[src/design/irs_params.svh]
// constants of the interrupt request sampling block
`ifndef IRS_PARAMS_SVH
`define IRS_PARAMS_SVH
// =====================================================
// timing
`define IRS_E_DIV        4
`define IRS_SEQ_FIRST    4'h1
`define IRS_SEQ_TENTH    4'hA
`define IRS_SEQ_LAST     4'hC
// =====================================================
// operating modes that route the strobe request
`define IRS_MODE_A       3'h4
`define IRS_MODE_B       3'h7
// =====================================================
// register offsets
`define IRS_CTRL_ADDR    2'h0
`define IRS_STAT_ADDR    2'h1
`define IRS_FLAG_ADDR    2'h2
// =====================================================
// field positions and reset values
`define IRS_CTRL_STRB_EN 0
`define IRS_CTRL_CAPT_EN 1
`define IRS_FLAG_STRB    0
`define IRS_FLAG_CAPT    1
`define IRS_CTRL_RESET   2'h0
`define IRS_LINES_IDLE   3'h7
`endif

[src/design/irs_pkg.sv]
// types of the interrupt request sampling block
package irs_pkg;
    typedef enum logic [1:0] {
        IRS_SRC_NONE = 2'h0,
        IRS_SRC_NMI  = 2'h1,
        IRS_SRC_EXT  = 2'h2,
        IRS_SRC_PER  = 2'h3
    } irs_src_t;
    typedef struct packed {
        logic nmi;
        logic ext;
        logic per;
    } irs_pend_t;
    typedef struct packed {
        logic [2:0] sync1;
        logic [2:0] sync2;
        logic [2:0] sync3;
        logic [2:0] filt;
        logic [7:0] e_cnt;
        irs_pend_t  samp;
        logic       nmi_prev;
        logic       strb_prev;
        irs_pend_t  pend;
        irs_src_t   select;
        logic       ibit;
        logic       mask_bit_buffer;
        logic       seq_active;
        logic       seq_swi;
        logic [3:0] seq_cnt;
        logic [1:0] ctrl;
        logic       strobe_flag;
        logic       capture_flag;
        logic       strobe_req_n;
        logic       periph_req_n;
        logic [7:0] rd_data;
    } irs_state_t;
endpackage

[src/design/irs_request_sampling.sv]
// interrupt request sampling, pending latches and mask bit
`timescale 1ns/10ps
`include "irs_params.svh"
// =====================================================
// Summary of operation
// - sample all three request lines at every enable clock falling edge
// - non-maskable line sets its latch only on a high-to-low transition
// - three separate pending latches; the external one is set by the external or the strobe request
// - non-maskable latch cleared at reset and in the tenth cycle of a sequence not started by the software interrupt instruction, not by software
// - maskable latches cleared at reset and held clear while mask set
// - simultaneous set and clear leaves a latch cleared
// - every sequence sets the mask in its tenth cycle
// - external maskable request wins over internal peripheral request
// - mask inhibits maskable requests only, never the non-maskable one
// - mask set by reset, sequences, instructions; cleared only by instructions
// - strobe is edge sensitive; capture and the other maskables are levels
// - timer and serial unit request on the internal peripheral line
// - strobe request low only in mode 4 or 7 with flag and enable
// - request is flag and enable; flag behaves alike whatever the enable
// - request level held through transparent phase and frozen at fall
// - clearing the mask acts one enable cycle late, setting at once
module irs_request_sampling
    import irs_pkg::*;
#(
    parameter int E_DIV = `IRS_E_DIV
) (
    input  wire logic       clk_i,
    input  wire logic       rst_i,
    input  wire logic       nonmaskable_request_n_i,
    input  wire logic       external_maskable_request_n_i,
    input  wire logic       port_strobe_input_n_i,
    input  wire logic [2:0] mode_i,
    input  wire logic       capture_event_i,
    input  wire logic       serial_flag_i,
    input  wire logic       serial_enable_i,
    input  wire logic       seq_start_i,
    input  wire logic       software_interrupt_instr_i,
    input  wire logic       mask_set_i,
    input  wire logic       mask_clear_i,
    input  wire logic [1:0] addr_i,
    input  wire logic [7:0] wr_data_i,
    input  wire logic       wr_i,
    input  wire logic       rd_i,
    output logic      [7:0] rd_data_o,
    output irs_pend_t       pending_o,
    output irs_src_t        service_select_o,
    output logic            mask_bit_o,
    output logic            strobe_interrupt_request_n_o,
    output logic            internal_peripheral_request_n_o,
    output logic            e_fall_o
);
    // =====================================================
    // state
    irs_state_t st;
    irs_state_t next_st;
    logic       e_fall;
    logic       nmi_edge;
    logic       tenth;

    assign e_fall   = (st.e_cnt == 8'(E_DIV - 1));
    assign nmi_edge = e_fall && st.nmi_prev && !st.samp.nmi;
    assign tenth    = e_fall && st.seq_active && (st.seq_cnt == `IRS_SEQ_TENTH);

    // =====================================================
    // next state
    always_comb begin
        logic [2:0] agree;
        logic       strb_edge;
        logic       strb_clr;
        logic       capt_clr;
        logic       ctrl_wr;
        agree     = ~(st.sync2 ^ st.sync3);
        strb_edge = st.strb_prev && !st.filt[2];
        ctrl_wr   = wr_i && (addr_i == `IRS_CTRL_ADDR);
        strb_clr  = wr_i && (addr_i == `IRS_FLAG_ADDR) && wr_data_i[`IRS_FLAG_STRB];
        capt_clr  = wr_i && (addr_i == `IRS_FLAG_ADDR) && wr_data_i[`IRS_FLAG_CAPT];
        next_st   = st;
        // pin synchronisers and agreement filter
        next_st.sync1     = {port_strobe_input_n_i, external_maskable_request_n_i, nonmaskable_request_n_i};
        next_st.sync2     = st.sync1;
        next_st.sync3     = st.sync2;
        next_st.filt      = (agree & st.sync3) | (~agree & st.filt);
        next_st.strb_prev = st.filt[2];
        // enable clock divider
        next_st.e_cnt = e_fall ? 8'h00 : st.e_cnt + 8'h01;
        // peripheral flags, set wins over clear
        next_st.strobe_flag  = strb_edge || (st.strobe_flag && !strb_clr);
        next_st.capture_flag = capture_event_i || (st.capture_flag && !capt_clr);
        if (ctrl_wr) begin
            next_st.ctrl = wr_data_i[1:0];
        end
        // request lines formed from flag and enable
        next_st.strobe_req_n = !(((mode_i == `IRS_MODE_A) || (mode_i == `IRS_MODE_B))
                               && st.strobe_flag && st.ctrl[`IRS_CTRL_STRB_EN]);
        next_st.periph_req_n = !((st.capture_flag && st.ctrl[`IRS_CTRL_CAPT_EN])
                               || (serial_flag_i && serial_enable_i));
        // sampling latch frozen at the enable falling edge
        if (e_fall) begin
            next_st.samp.nmi  = st.filt[0];
            next_st.samp.ext  = st.filt[1] && st.strobe_req_n;
            next_st.samp.per  = st.periph_req_n;
            next_st.nmi_prev  = st.samp.nmi;
        end
        // interrupt sequence cycle counter
        if (seq_start_i && !st.seq_active) begin
            next_st.seq_active = 1'b1;
            next_st.seq_swi    = software_interrupt_instr_i;
            next_st.seq_cnt    = `IRS_SEQ_FIRST;
        end else if (e_fall && st.seq_active) begin
            next_st.seq_cnt    = st.seq_cnt + 4'h1;
            next_st.seq_active = (st.seq_cnt != `IRS_SEQ_LAST);
        end
        // mask bit and its buffer
        if (mask_set_i || tenth) begin
            next_st.mask_bit_buffer = 1'b1;
            next_st.ibit            = 1'b1;
        end else begin
            if (mask_clear_i) begin
                next_st.mask_bit_buffer = 1'b0;
            end
            if (e_fall && !st.mask_bit_buffer) begin
                next_st.ibit = 1'b0;
            end
        end
        // pending latches, clear wins over set
        if (tenth && !st.seq_swi) begin
            next_st.pend.nmi = 1'b0;
        end else if (nmi_edge) begin
            next_st.pend.nmi = 1'b1;
        end
        if (next_st.ibit) begin
            next_st.pend.ext = 1'b0;
            next_st.pend.per = 1'b0;
        end else if (e_fall) begin
            next_st.pend.ext = st.pend.ext || !st.samp.ext;
            next_st.pend.per = st.pend.per || !st.samp.per;
        end
        // priority towards the sequencer
        if (next_st.pend.nmi) begin
            next_st.select = IRS_SRC_NMI;
        end else if (next_st.pend.ext) begin
            next_st.select = IRS_SRC_EXT;
        end else if (next_st.pend.per) begin
            next_st.select = IRS_SRC_PER;
        end else begin
            next_st.select = IRS_SRC_NONE;
        end
        // register read, one cycle later
        next_st.rd_data = 8'h00;
        if (rd_i) begin
            unique case (addr_i)
                `IRS_CTRL_ADDR: next_st.rd_data = {6'h00, st.ctrl};
                `IRS_STAT_ADDR: next_st.rd_data = {2'h0, st.seq_active, st.mask_bit_buffer, st.ibit,
                                                   st.pend.per, st.pend.ext, st.pend.nmi};
                `IRS_FLAG_ADDR: next_st.rd_data = {6'h00, st.capture_flag, st.strobe_flag};
                default:        next_st.rd_data = 8'h00;
            endcase
        end
    end

    // =====================================================
    // registers
    always_ff @(posedge clk_i) begin
        if (rst_i) begin
            st                 <= '0;
            st.sync1           <= `IRS_LINES_IDLE;
            st.sync2           <= `IRS_LINES_IDLE;
            st.sync3           <= `IRS_LINES_IDLE;
            st.filt            <= `IRS_LINES_IDLE;
            st.samp            <= `IRS_LINES_IDLE;
            st.nmi_prev        <= 1'b1;
            st.strb_prev       <= 1'b1;
            st.ibit            <= 1'b1;
            st.mask_bit_buffer <= 1'b1;
            st.ctrl            <= `IRS_CTRL_RESET;
            st.strobe_req_n    <= 1'b1;
            st.periph_req_n    <= 1'b1;
            st.select          <= IRS_SRC_NONE;
        end else begin
            st <= next_st;
        end
    end

    // =====================================================
    // outputs
    assign rd_data_o                       = st.rd_data;
    assign pending_o                       = st.pend;
    assign service_select_o                = st.select;
    assign mask_bit_o                      = st.ibit;
    assign strobe_interrupt_request_n_o    = st.strobe_req_n;
    assign internal_peripheral_request_n_o = st.periph_req_n;
    assign e_fall_o                        = e_fall;
endmodule

[config.mk]
export PLATFORM = sky130hd
export DESIGN_NAME = irs_request_sampling
export DESIGN_NICKNAME = d
export VERILOG_FILES = /design/src/design/irs_pkg.sv /design/src/design/irs_request_sampling.sv
export VERILOG_INCLUDE_DIRS = /design/src /design/src/design
export SDC_FILE = /design/constraint.sdc
export NUM_CORES = 1
export LEC_CHECK = 0
export BUFFER_PORTS_ARGS = -buffer_cell sky130_fd_sc_hd__buf_2
export CELL_PAD_IN_SITES_DETAIL_PLACEMENT = 0
export CELL_PAD_IN_SITES_GLOBAL_PLACEMENT = 1
export CORE_MARGIN = 4
export CORE_UTILIZATION = 26
export DETAILED_ROUTE_END_ITERATION = 10
export GPL_TIMING_DRIVEN = 0
export PLACE_DENSITY = 0.62
export SLEW_MARGIN = 20
export SYNTH_ARGS = -nofsm -noshare
export SYNTH_HDL_FRONTEND = slang
export SYNTH_SLANG_ARGS = --single-unit
[constraint.sdc]
create_clock -name clk_i -period 2.3 [get_ports clk_i]
set_input_delay 0.69 -clock clk_i [delete_from_list [all_inputs] [get_ports clk_i]]
set_output_delay 0.69 -clock clk_i [all_outputs]
set_load 0.005 [all_outputs]
==> results by group, run 1 <==
Outcome
  • Status: finished clean

Yosys
  • Sequential element share of the synthesized area: 49.7%
  • Top cells by area, synth: dfxtp_1 (50%), buf_4 (4.8%), nor2_1 (4.1%)
  • Post-synth top flop: dfxtp_1
  • Avg Cell Area, Syn: 9.77 um^2
  • Number of synthesized flops with an enable pin: 0
  • Synth top cells by count: dfxtp_1 (50), nor2_1 (22), buf_4 (13)
  • Yosys top cell by area: dfxtp_1
  • Yosys warns: 0
  • Most numerous cell in the Yosys netlist: dfxtp_1
  • Synth top area share: 49.7%
  • #FFs+latches synth: 50
  • Synthesized area: 0.00201 mm^2
  • Post-synth ARST share: 0%
  • Synth cell types: between 40 and 50
  • Mapped Cells: 206

Route
  • Routed vias: 1480
  • DRC viols: 0
  • Final ANT Viol Nets: 0
  • Post-DR wirelength/cell: 11.6 um
  • DR vias/cell: 4.19
  • DRT Wirelength: 4090 um
  • Initial drt markers: 50
  • Pre-Repair DR Iteration Count: 4

Die
  • Initial Utilization: a little over a quarter
  • Site Rows: 31
  • Die Y: 96.0 um
  • # IOs: 44
  • Die Width: 96.0 um
  • Core ar.: 0.00737 mm^2
  • Die Area: 0.00922 mm^2

Placed design
  • DP Worst Slack: -0.415 ns
  • Hpwl dp: 3000 um
  • Final GP Congestion: 0.754
  • Port-buffer cells: 35

STA
  • RSZ-0062 raised after global routing: false
  • Final worst slack: about 0.16 ns
  • Clk_skew: 0.00730 ns
  • Max-slew violations: 0
  • Final setup viols: 0
  • Fmax: 0.467 GHz
  • Final Cycle Share: 93.0%
  • Final hold vios: 0
  • Slew HR: 64.3%
  • Final Hold Slack: 0.415 ns
  • Measured slew at the worst slew-check pin: 0.536 ns
  • Post-layout min period: 2.14 ns

Setup path
  • Worst path top cell family by delay: simple AND/OR/NAND/NOR gates
  • Crit start category: register
  • CP Buf/Inv Count: 2
  • Crit Path Class: reg2out
  • Crit path DAT: roughly 1.5 ns
  • Reg2reg start: st[33]
  • Worst r2r dst: service_select_o[0]
  • Worst Setup End Kind: output port
  • Worst r2r path cells: 5
  • Critical path fanouts, max: 15
  • Worst path cell trace: nor4_4 > nand2_4 > inv_8 > buf_2
  • Max incr delay on CP: 0.40 ns
  • R2R Setup Slk: 0.41 ns
  • CP max-delay cell: nor4_4
  • Required @ worst endpoint: 1.61 ns

Global routing
  • Number of global-route vias before repair: 1370
  • Tot GR Track Use: 9.51%
  • Antenna violations before repair: 0
  • GR Layer Usage met3: 3.75%
  • First-pass GRT wire length: 6690 um
  • Congestion Overflow GR: 0
  • Largest net degree at the start of global routing: 16
  • M1 GR Usage: 12.4%
  • Met2 usage: around 15%
  • Most used routing layer: met2

Worst hold path
  • Hold_sp: next_st[47]
  • Endpoint, Worst Hold: next_st[44]
  • Hold Crit Class: reg2reg
  • Hold path cells: 1

Final layout
  • Layout cells sized above 1: 32.7%
  • Syn-to-layout area delta: 23.6%
  • Ant diodes: 0
  • Final Net Count: 284

Clocking
  • Clock-pin slew on the worst setup and hold paths: 0.09 ns
  • Max H-tree Level: 2
  • Num CTS Buffers: 5
  • CTS tree: built
  • Longest Clk Path Bufs: 2
  • Later-pin clock latency in the skew report: 0.30 ns
  • CTS Hold Buffers Added: 0
  • Clk sinks: 50
  • CTS root buffer: clkbuf_8

Pwr
  • Max VDD drop: 0.219 mV
  • Pwr dens: around 640 mW/mm^2
  • Static Leak: approximately 1.0 nW

Flow run
  • Max-cap violation count: 0
-- cell type report --
cell class                      instances  area [um^2]
Multi-Input combinational cell        133          916
Clock inverter                          1         5.00
Sequential cell                        50         1000
Buffer                                 17          113
Timing Repair Buffer                   40          213
Tap cell                               99          124
Inverter                                6         30.0
Clock buffer                            7         86.3
Fill cell                             799         4880
-- how the worst max path moves through the flow --
stage | from | endpoint | slack (ns) | cells past startpoint
6_report | st[38] | e_fall_o | 0.16 | 4
5_1_grt | st[38] | e_fall_o | 0.009 | 4
4_1_cts | st[32] | e_fall_o | 0.0008 | 5
3_5_place_dp | st[32] | e_fall_o | -0.41 | 6
3_3_place_gp | st[32] | e_fall_o | -0.43 | 6
2_1_floorplan | st[32] | e_fall_o | 0.12 | 5
-- what timing repair did --
| item | 4_1_cts | 5_1_grt |
|---|---|---|
| pin swaps | 0 | 1 |
| endpoints found under the hold margin | 0 | 0 |
| endpoints found under the setup margin | 1 | 1 |
| resized for setup | 10 | 2 |
| buffers inserted | 1 | 4 |
-- per-stage QoR --
stage                     std cells  setup TNS (ns)  utilization (%)  area, um^2  total power, mW
after CTS                       349               0             33.2        2450             1.60
after global placement          341          -0.426             31.4        2320             1.06
after detailed placement        341          -0.415             31.4        2320             1.06
final                           353               0             33.8        2490             1.58
after global routing            353               0             33.8        2490             1.67
after floorplan                 207               0                -        2020             1.01
-- routing by layer --
| layer | wire length, um | vias to the layer above | share of wire [%] |
|---|---|---|---|
| li1 | - | 787 | - |
| met1 | 2040 | 658 | 50 |
| met2 | 1800 | 32 | 44 |
| met3 | 221 | 3 | 5.4 |
| met4 | 27 | 0 | 0.66 |
| met5 | 0 | - | 0 |
-- placed cells by master, fill, tap and decap left out, types with 2 or more instances in the layout --
cell type	instances
xnor2_1	3
clkbuf_8	6
or2_2	12
dfxtp_1	49
o21ai_0	3
xor2_1	4
a21oi_1	11
a211o_1	2
and3_1	3
ha_1	3
nand3_1	6
and2_1	4
nand3b_1	2
conb_1	2
nor3b_1	3
buf_4	18
nand2_1	7
mux2i_1	6
nand4b_1	2
inv_1	5
nor3_1	8
clkbuf_1	5
nor2_1	22
buf_2	35
nor2b_1	4
or3_1	2
o21bai_1	3
-- logic make-up after synthesis --
group / Yosys count / synth area share [%]
buf+inv: 24 / 6.96
xor+xnor: 7 / 3.05
flops: 50 / 49.7
mux: 6 / 2.98
other cells: 1 / 0.186
compound gates: 29 / 11.2
simple gates: 85 / 23.4
fa+ha+maj: 4 / 2.49
-- registers in the layout, indices dropped and copies added (netlist names), named ones only --
name / flops
internal_peripheral_request_n_o: 1
mask_bit_o: 1
next_st: 6
pending_o: 3
rd_data_o: 6
service_select_o: 2
st: 27
strobe_interrupt_request_n_o: 1
-- report_power, final --
group	switching (mW)	total [mW]	internal (mW)
clock	0.280	0.523	0.243
sequential	0.0227	0.917	0.894
combinational	0.0698	0.140	0.0706
(Power assumes the default switching activity.)
==> run 2, diff against run 1 <==
--- a/config.mk
+++ b/config.mk
@@ -6,6 +6,7 @@
 export SDC_FILE = /design/constraint.sdc
 export NUM_CORES = 1
 export LEC_CHECK = 0
+export ABC_AREA = 1
 export BUFFER_PORTS_ARGS = -buffer_cell sky130_fd_sc_hd__buf_2
 export CELL_PAD_IN_SITES_DETAIL_PLACEMENT = 0
 export CELL_PAD_IN_SITES_GLOBAL_PLACEMENT = 1
@@ -13,7 +14,7 @@
 export CORE_UTILIZATION = 26
 export DETAILED_ROUTE_END_ITERATION = 10
 export GPL_TIMING_DRIVEN = 0
-export PLACE_DENSITY = 0.62
+export PLACE_DENSITY = 0.66
 export SLEW_MARGIN = 20
 export SYNTH_ARGS = -nofsm -noshare
 export SYNTH_HDL_FRONTEND = slang
==> constraint.sdc (replaced) <==
create_clock -name clk_i -period 1.9 [get_ports clk_i]
set_input_delay 0.57 -clock clk_i [delete_from_list [all_inputs] [get_ports clk_i]]
set_output_delay 0.57 -clock clk_i [all_outputs]
set_load 0.005 [all_outputs]
==> results by group, run 2 <==
Outcome
  • Status: finished clean

Setup path
  • CP max-delay cell: dfxtp_1
  • Worst Setup End Kind: output port
  • Required @ worst endpoint: 1.33 ns (-0.28 ns)
  • Worst path top cell family by delay: flip-flops
  • Reg2reg start: st[32]
  • CP startpoint: st[32]
  • Critical path fanouts, max: 4 (-11)
  • CP Buf/Inv Count: 1 (-1)
  • Crit start category: register
  • Crit path DAT: 1.25 ns (-0.20 ns)
  • Max incr delay on CP: 0.37 ns (-0.03 ns)
  • Worst path cell trace: ha_2 > nand3_2 > nor2_8 > buf_2
  • Crit Path Class: reg2out

Final layout
  • Max reg flops: 27 (unchanged)
  • Commonest non-fill, non-tap cell in the layout: dfxtp_1
  • Ant diodes: 0 (unchanged)
  • Syn-to-layout area delta: 21.0%
  • Most flops, register: st
  • Final Net Count: 325 (+14%)
  • Core Util, Final: 32.2% (-1.5 points)
  • Layout cells sized above 1: 28.8% (-3.9 points)
  • Finished Layout Cells: 397 (+12%)
  • Most frequent cells in the layout: dfxtp_1 (50), nand2_1 (37), buf_2 (36)

STA
  • Fmax: approximately 0.55 GHz
  • Clk_skew: 0.00198 ns (-0.00532 ns)
  • Final setup viols: 0 (unchanged)
  • Final hold vios: 0 (unchanged)
  • Post-layout min period: ~1.8 ns
  • Max-slew violations: 0 (unchanged)
  • Final Cycle Share: 95.9%
  • RSZ-0062 raised after global routing: false
  • Setup TNS: 0 ns (unchanged)

Yosys
  • Number of synthesized flops with an enable pin: 0 (unchanged)
  • Synth top cells by count: dfxtp_1 (50), nand2_1 (37), inv_1 (32)
  • Synth top area share: 48.9% (-0.85 points)
  • Post-synth ARST share: 0% (unchanged)
  • Mapped Cells: 250 (+21%)
  • Synth cell types: 34 (-23%)
  • Sequential element share of the synthesized area: 48.9% (-0.85 points)
  • #FFs+latches synth: 50 (unchanged)
  • Yosys top cell by area: dfxtp_1
  • Avg Cell Area, Syn: 8.19 um^2 (-16%)
  • Top cells by area, synth: dfxtp_1 (49%), nand2_1 (6.8%), inv_1 (5.9%)
  • Most numerous cell in the Yosys netlist: dfxtp_1
  • Yosys warns: 0 (unchanged)
  • Synthesized area: 0.00205 mm^2 (+1.7%)
  • Post-synth top flop: dfxtp_1

Die
  • Die Y: 96.8 um (+0.79%)
  • Site Rows: 32 (+3.2%)
  • Die Area: 0.00936 mm^2 (+1.6%)
  • Core ar.: 0.00769 mm^2 (+4.3%)
  • Initial Utilization: 26.6% (-0.67 points)
  • Die Width: 96.8 um (+0.79%)
  • # IOs: 44 (unchanged)

Route
  • Initial drt markers: 53 (+6.0%)
  • DRT Wirelength: 3910 um (-4.4%)
  • Post-DR wirelength/cell: 9.84 um (-15%)
  • Routed vias: 1569 (+6.0%)
  • Pre-Repair DR Iteration Count: 4 (unchanged)
  • DRC viols: 0 (unchanged)
  • Final ANT Viol Nets: 0 (unchanged)
  • DR vias/cell: 3.95 (-5.7%)

Worst hold path
  • Hold Crit Class: reg2reg
  • Hold_sp: next_st[47]

Pwr
  • Pwr dens: 806 mW/mm^2 (+27%)
  • Max VDD drop: 0.367 mV (+68%)
  • Static Leak: 1.13 nW (+7.5%)
  • Total power: 2.00 mW (+26%)

Global routing
  • Congestion Overflow GR: 0 (unchanged)
  • Tot GR Track Use: 8.83% (-0.69 points)
  • Antenna violations before repair: 0 (unchanged)
  • Largest net degree at the start of global routing: 17 (+1)
  • First-pass GRT wire length: 6750 um (+0.93%)
  • Number of global-route vias before repair: 1498 (+9.3%)

Clocking
  • Max H-tree Level: 2 (unchanged)
  • Num CTS Buffers: 5 (unchanged)
  • Clock-pin slew on the worst setup and hold paths: 0.09 ns (about the same)
  • Clk sinks: 50 (unchanged)
  • CTS tree: built
  • CTS Hold Buffers Added: 0 (unchanged)
  • CTS root buffer: clkbuf_8
  • Later-pin clock latency in the skew report: 0.29 ns (about the same)
  • Longest Clk Path Bufs: 2 (unchanged)

Placed design
  • Hpwl dp: 3040 um (+1.6%)
  • Placed cells: 388 (+14%)
  • Final GP Congestion: 0.829 (+10%)
  • Port-buffer cells: 35 (unchanged)

Flow run
  • Max-cap violation count: 0 (unchanged)
[run 2: cell types whose count changed in the layout (fill, tap and decap cells not counted), sizes merged, moves of 4 or more]
cell,delta
mux2i,-6
and2,-4
inv,+30
nand3,+9
o21ai,+12
nor2b,-4
clkbuf,-4
nor2,+6
a21oi,+4
nand2,+33
[run 2: path summary, 6_finish.rpt]
kind	end	slack, ns	depth (start not counted)
setup / recovery	e_fall_o	0.08	4
hold / removal	next_st[44]	0.41	1
hold reg to reg	next_st[44]	0.41	1
setup reg to reg	service_select_o[0]	0.36	9
[run 2: power by group]
part / internal [mW] / total (mW) / switching, mW
clock network: 0.395 / 0.743 / 0.349
registers: 1.08 / 1.10 / 0.0215
logic: 0.0627 / 0.150 / 0.0870
[run 2: cell type report]
type / count / area [um^2]
plain buffers: 16 / 110
clock buffers: 5 / 68.8
clock inverters: 3 / 43.8
fillers: 848 / 5210
inverters: 35 / 131
multi-input cells: 150 / 812
flip-flops and latches: 50 / 1000
well taps: 102 / 128
repair buffers: 36 / 183
[run 2: timing repair]
action / CTS / global route
endpoints found under the setup margin: 1 / 1
buffers inserted: 1 / 0
resized for setup: 0 / 1
pin swaps: 1 / 0
[run 2: worst reg2reg max path, cell delays in order (launching register included)]
cell and delay (ns):
dfxtp_1 0.37, ha_2 0.22, nand3_2 0.13, nor2_8 0.11
buf_4 0.18, nand3_4 0.08, nand2_1 0.14, nor2_2 0.07
nand3_1 0.07, nand2_1 0.06
[run 2: kinds of logic after synthesis]
| logic type | share of synthesized area (%) |
|---|---|
| buffers and inverters | 11.8 |
| other | 0.183 |
| XOR/XNOR | 0.855 |
| adder cells (fa/ha/maj) | 2.44 |
| flip-flops | 48.9 |
| AND/OR/NAND/NOR | 24.9 |
| AO/OA/AOI/OAI | 10.9 |
[run 2: routing by layer]
layer  track usage (%)  share of wire [%]
met5                 0                  0
met4              4.21                1.6
met3              2.81                4.8
met2              13.5                 44
met1              11.3                 50
[run 2: stage by stage]
stage / area [um^2] / hold slack [ns] / setup WS (ns)
floorplan: 2050 / 0.389 / 0.473
global placement: 2350 / 0.391 / 0.191
detailed placement: 2350 / 0.393 / 0.210
CTS: 2470 / 0.417 / 0.0266
global route: 2480 / 0.423 / 0.00589
finish: 2480 / 0.415 / 0.0786
==> run 3, diff against run 2 <==
==> constraint.sdc (replaced) <==
create_clock -name clk_i -period 1.9 [get_ports clk_i]
set_input_delay 0.095 -clock clk_i [delete_from_list [all_inputs] [get_ports clk_i]]
set_output_delay 0.095 -clock clk_i [all_outputs]
set_load 0.005 [all_outputs]
==> results by group, run 3 (synthesized netlist as in run 2, its figures left out) <==
Outcome
  • Status: finished clean

Final layout
  • Most flops, register: st
  • Core Util, Final: 32.9% (+0.65 points)
  • Ant diodes: 0 (unchanged)
  • Commonest non-fill, non-tap cell in the layout: dfxtp_1
  • Max reg flops: 27 (unchanged)
  • Fillers: 843 (-0.59%)
  • Most frequent cells in the layout: dfxtp_1 (50), nand2_1 (37), buf_2 (36)
  • Layout cells sized above 1: 27.7% (-1.1 points)
  • Syn-to-layout area delta: 23.4%
  • Final Net Count: 330 (+1.5%)

Setup path
  • Crit path DAT: 1.43 ns (+0.18 ns)
  • CP max-delay cell: dfxtp_1
  • Worst path cell trace: ha_1 > nand3_2 > nor2_8 > buf_2
  • Crit Path Class: reg2out
  • Max incr delay on CP: 0.37 ns (about the same)
  • CP Buf/Inv Count: 1 (unchanged)
  • Worst r2r dst: service_select_o[0]
  • Worst path top cell family by delay: flip-flops
  • R2R Setup Slk: 0.39 ns (+0.03 ns)
  • Critical path fanouts, max: 9 (+5)
  • Crit start category: register
  • Required @ worst endpoint: 1.80 ns (+0.47 ns)
  • Reg2reg start: st[32]
  • Worst r2r path cells: 8 (-1)
  • Worst Setup End Kind: output port

Die
  • Site Rows: 32 (unchanged)
  • Initial Utilization: 26.6% (unchanged)
  • Core ar.: 0.00769 mm^2 (unchanged)
  • Die Width: 96.8 um (unchanged)
  • Die Area: 0.00936 mm^2 (unchanged)
  • # IOs: 44 (unchanged)
  • Die Y: 96.8 um (unchanged)

STA
  • Post-layout min period: 1.52 ns (-0.298 ns)
  • RSZ-0062 raised after global routing: false
  • Max-slew violations: 0 (unchanged)
  • Final Cycle Share: 80.2% (-16 points)
  • Clk_skew: 0.00198 ns (-0.000000360 ns)
  • Final setup viols: 0 (unchanged)
  • Final worst slack: 0.376 ns (+0.298 ns)
  • Setup TNS: 0 ns (unchanged)
  • Final hold vios: 0 (unchanged)
  • Fmax: 0.656 GHz (+20%)

Clocking
  • Clock-pin slew on the worst setup and hold paths: 0.09 ns (about the same)
  • Clk sinks: 50 (unchanged)
  • Max H-tree Level: 2 (unchanged)
  • Num CTS Buffers: 5 (unchanged)
  • CTS root buffer: clkbuf_8
  • CTS tree: built
  • CTS resizes: 0 (unchanged)
  • Later-pin clock latency in the skew report: 0.29 ns (about the same)
  • Longest Clk Path Bufs: 2 (unchanged)

Global routing
  • Largest net degree at the start of global routing: 17 (unchanged)
  • Congestion Overflow GR: 0 (unchanged)
  • Tot GR Track Use: 8.90% (+0.075 points)
  • Number of global-route vias before repair: 1502 (+0.27%)
  • First-pass GRT wire length: 6820 um (+1.0%)
  • Antenna violations before repair: 0 (unchanged)

Route
  • Met2 Wirelength: 1730 um (+1.5%)
  • DRT Wirelength: 3940 um (+0.69%)
  • Routed vias: 1592 (+1.5%)
  • Final ANT Viol Nets: 0 (unchanged)
  • DR top layer: met4
  • Post-DR wirelength/cell: 9.79 um (-0.56%)
  • DRC viols: 0 (unchanged)
  • Pre-Repair DR Iteration Count: 4 (unchanged)
  • Initial drt markers: 44 (-17%)
  • Metal1 wirelength: 1930 um (-1.1%)
  • WL met3: 212 um (+12%)
  • DR vias/cell: 3.96 (+0.20%)

Placed design
  • DP Worst Slack: 0.384 ns (+0.174 ns)
  • Hpwl dp: 3040 um (unchanged)
  • Final GP Congestion: 0.829 (unchanged)
  • Port-buffer cells: 35 (unchanged)

Pwr
  • Static Leak: 1.15 nW (+1.8%)
  • Pwr dens: 793 mW/mm^2 (-1.6%)
  • Max VDD drop: 0.367 mV (about the same)
  • Total power: 2.00 mW (+0.39%)

Worst hold path
  • Hold path cells: 2 (+1)
  • Endpoint, Worst Hold: st[45]
  • Hold_sp: rst_i
  • Hold Crit Class: in2reg

Flow run
  • Max-cap violation count: 0 (unchanged)
## run 3: cell types whose count changed in the layout (fill, tap and decap cells not counted)
cell	change
dlygate4sd3_1	+6
ha_2	-1
buf_4	-1
ha_1	+1
## run 3: worst max path at each step
stage            from                   to  depth (start not counted)
6_report       st[32]             e_fall_o                          4
5_1_grt        st[32]  service_select_o[0]                          8
4_1_cts        st[32]             e_fall_o                          4
3_5_place_dp   st[32]  service_select_o[0]                          8
3_3_place_gp   st[32]  service_select_o[0]                          8
2_1_floorplan  st[32]  service_select_o[0]                          8
## run 3: timing repair
action | CTS | global route
buffers inserted | 0 | 0
hold buffers | 6 | 0
endpoints found under the hold margin | 6 | 0
## run 3: cell type report
type / instances / area (um^2) / area share (%)
flip-flops and latches: 50 / 1000 / 39.6
multi-input cells: 150 / 810 / 32.0
repair buffers: 41 / 235 / 9.31
inverters: 35 / 131 / 5.20
well taps: 102 / 128 / 5.05
plain buffers: 16 / 110 / 4.36
clock buffers: 5 / 68.8 / 2.72
clock inverters: 3 / 43.8 / 1.73
## run 3: where the power goes
part	leakage (nW)	internal, mW	total (mW)	switching (mW)
clock	0.0585	0.395	0.743	0.349
sequential	0.408	1.08	1.10	0.0214
combinational	0.681	0.0695	0.158	0.0882
## run 3: metrics by stage
stage / hold WS (ns) / instances / instance area (um^2)
final: 0.0256 / 402 / 2530
after global routing: 0.0388 / 402 / 2530
after CTS: 0.0144 / 402 / 2530
after detailed placement: 0.279 / 388 / 2350
after global placement: 0.280 / 388 / 2350
after floorplan: 0.190 / 251 / 2050
## run 3: worst register-to-register path: stages (launching register included)
cell and delay (ns):
dfxtp_1 0.37, ha_1 0.23, nand2_1 0.11, nor2_2 0.14
nand2_2 0.14, o21bai_1 0.20, inv_1 0.07, nand3_1 0.08
nand2_1 0.06
## run 3: layer usage
layer	GRT usage [%]	up-vias
met2	13.7	33
met4	4.21	0
met5	0	-
li1	-	881
met1	11.2	674
met3	2.88	4
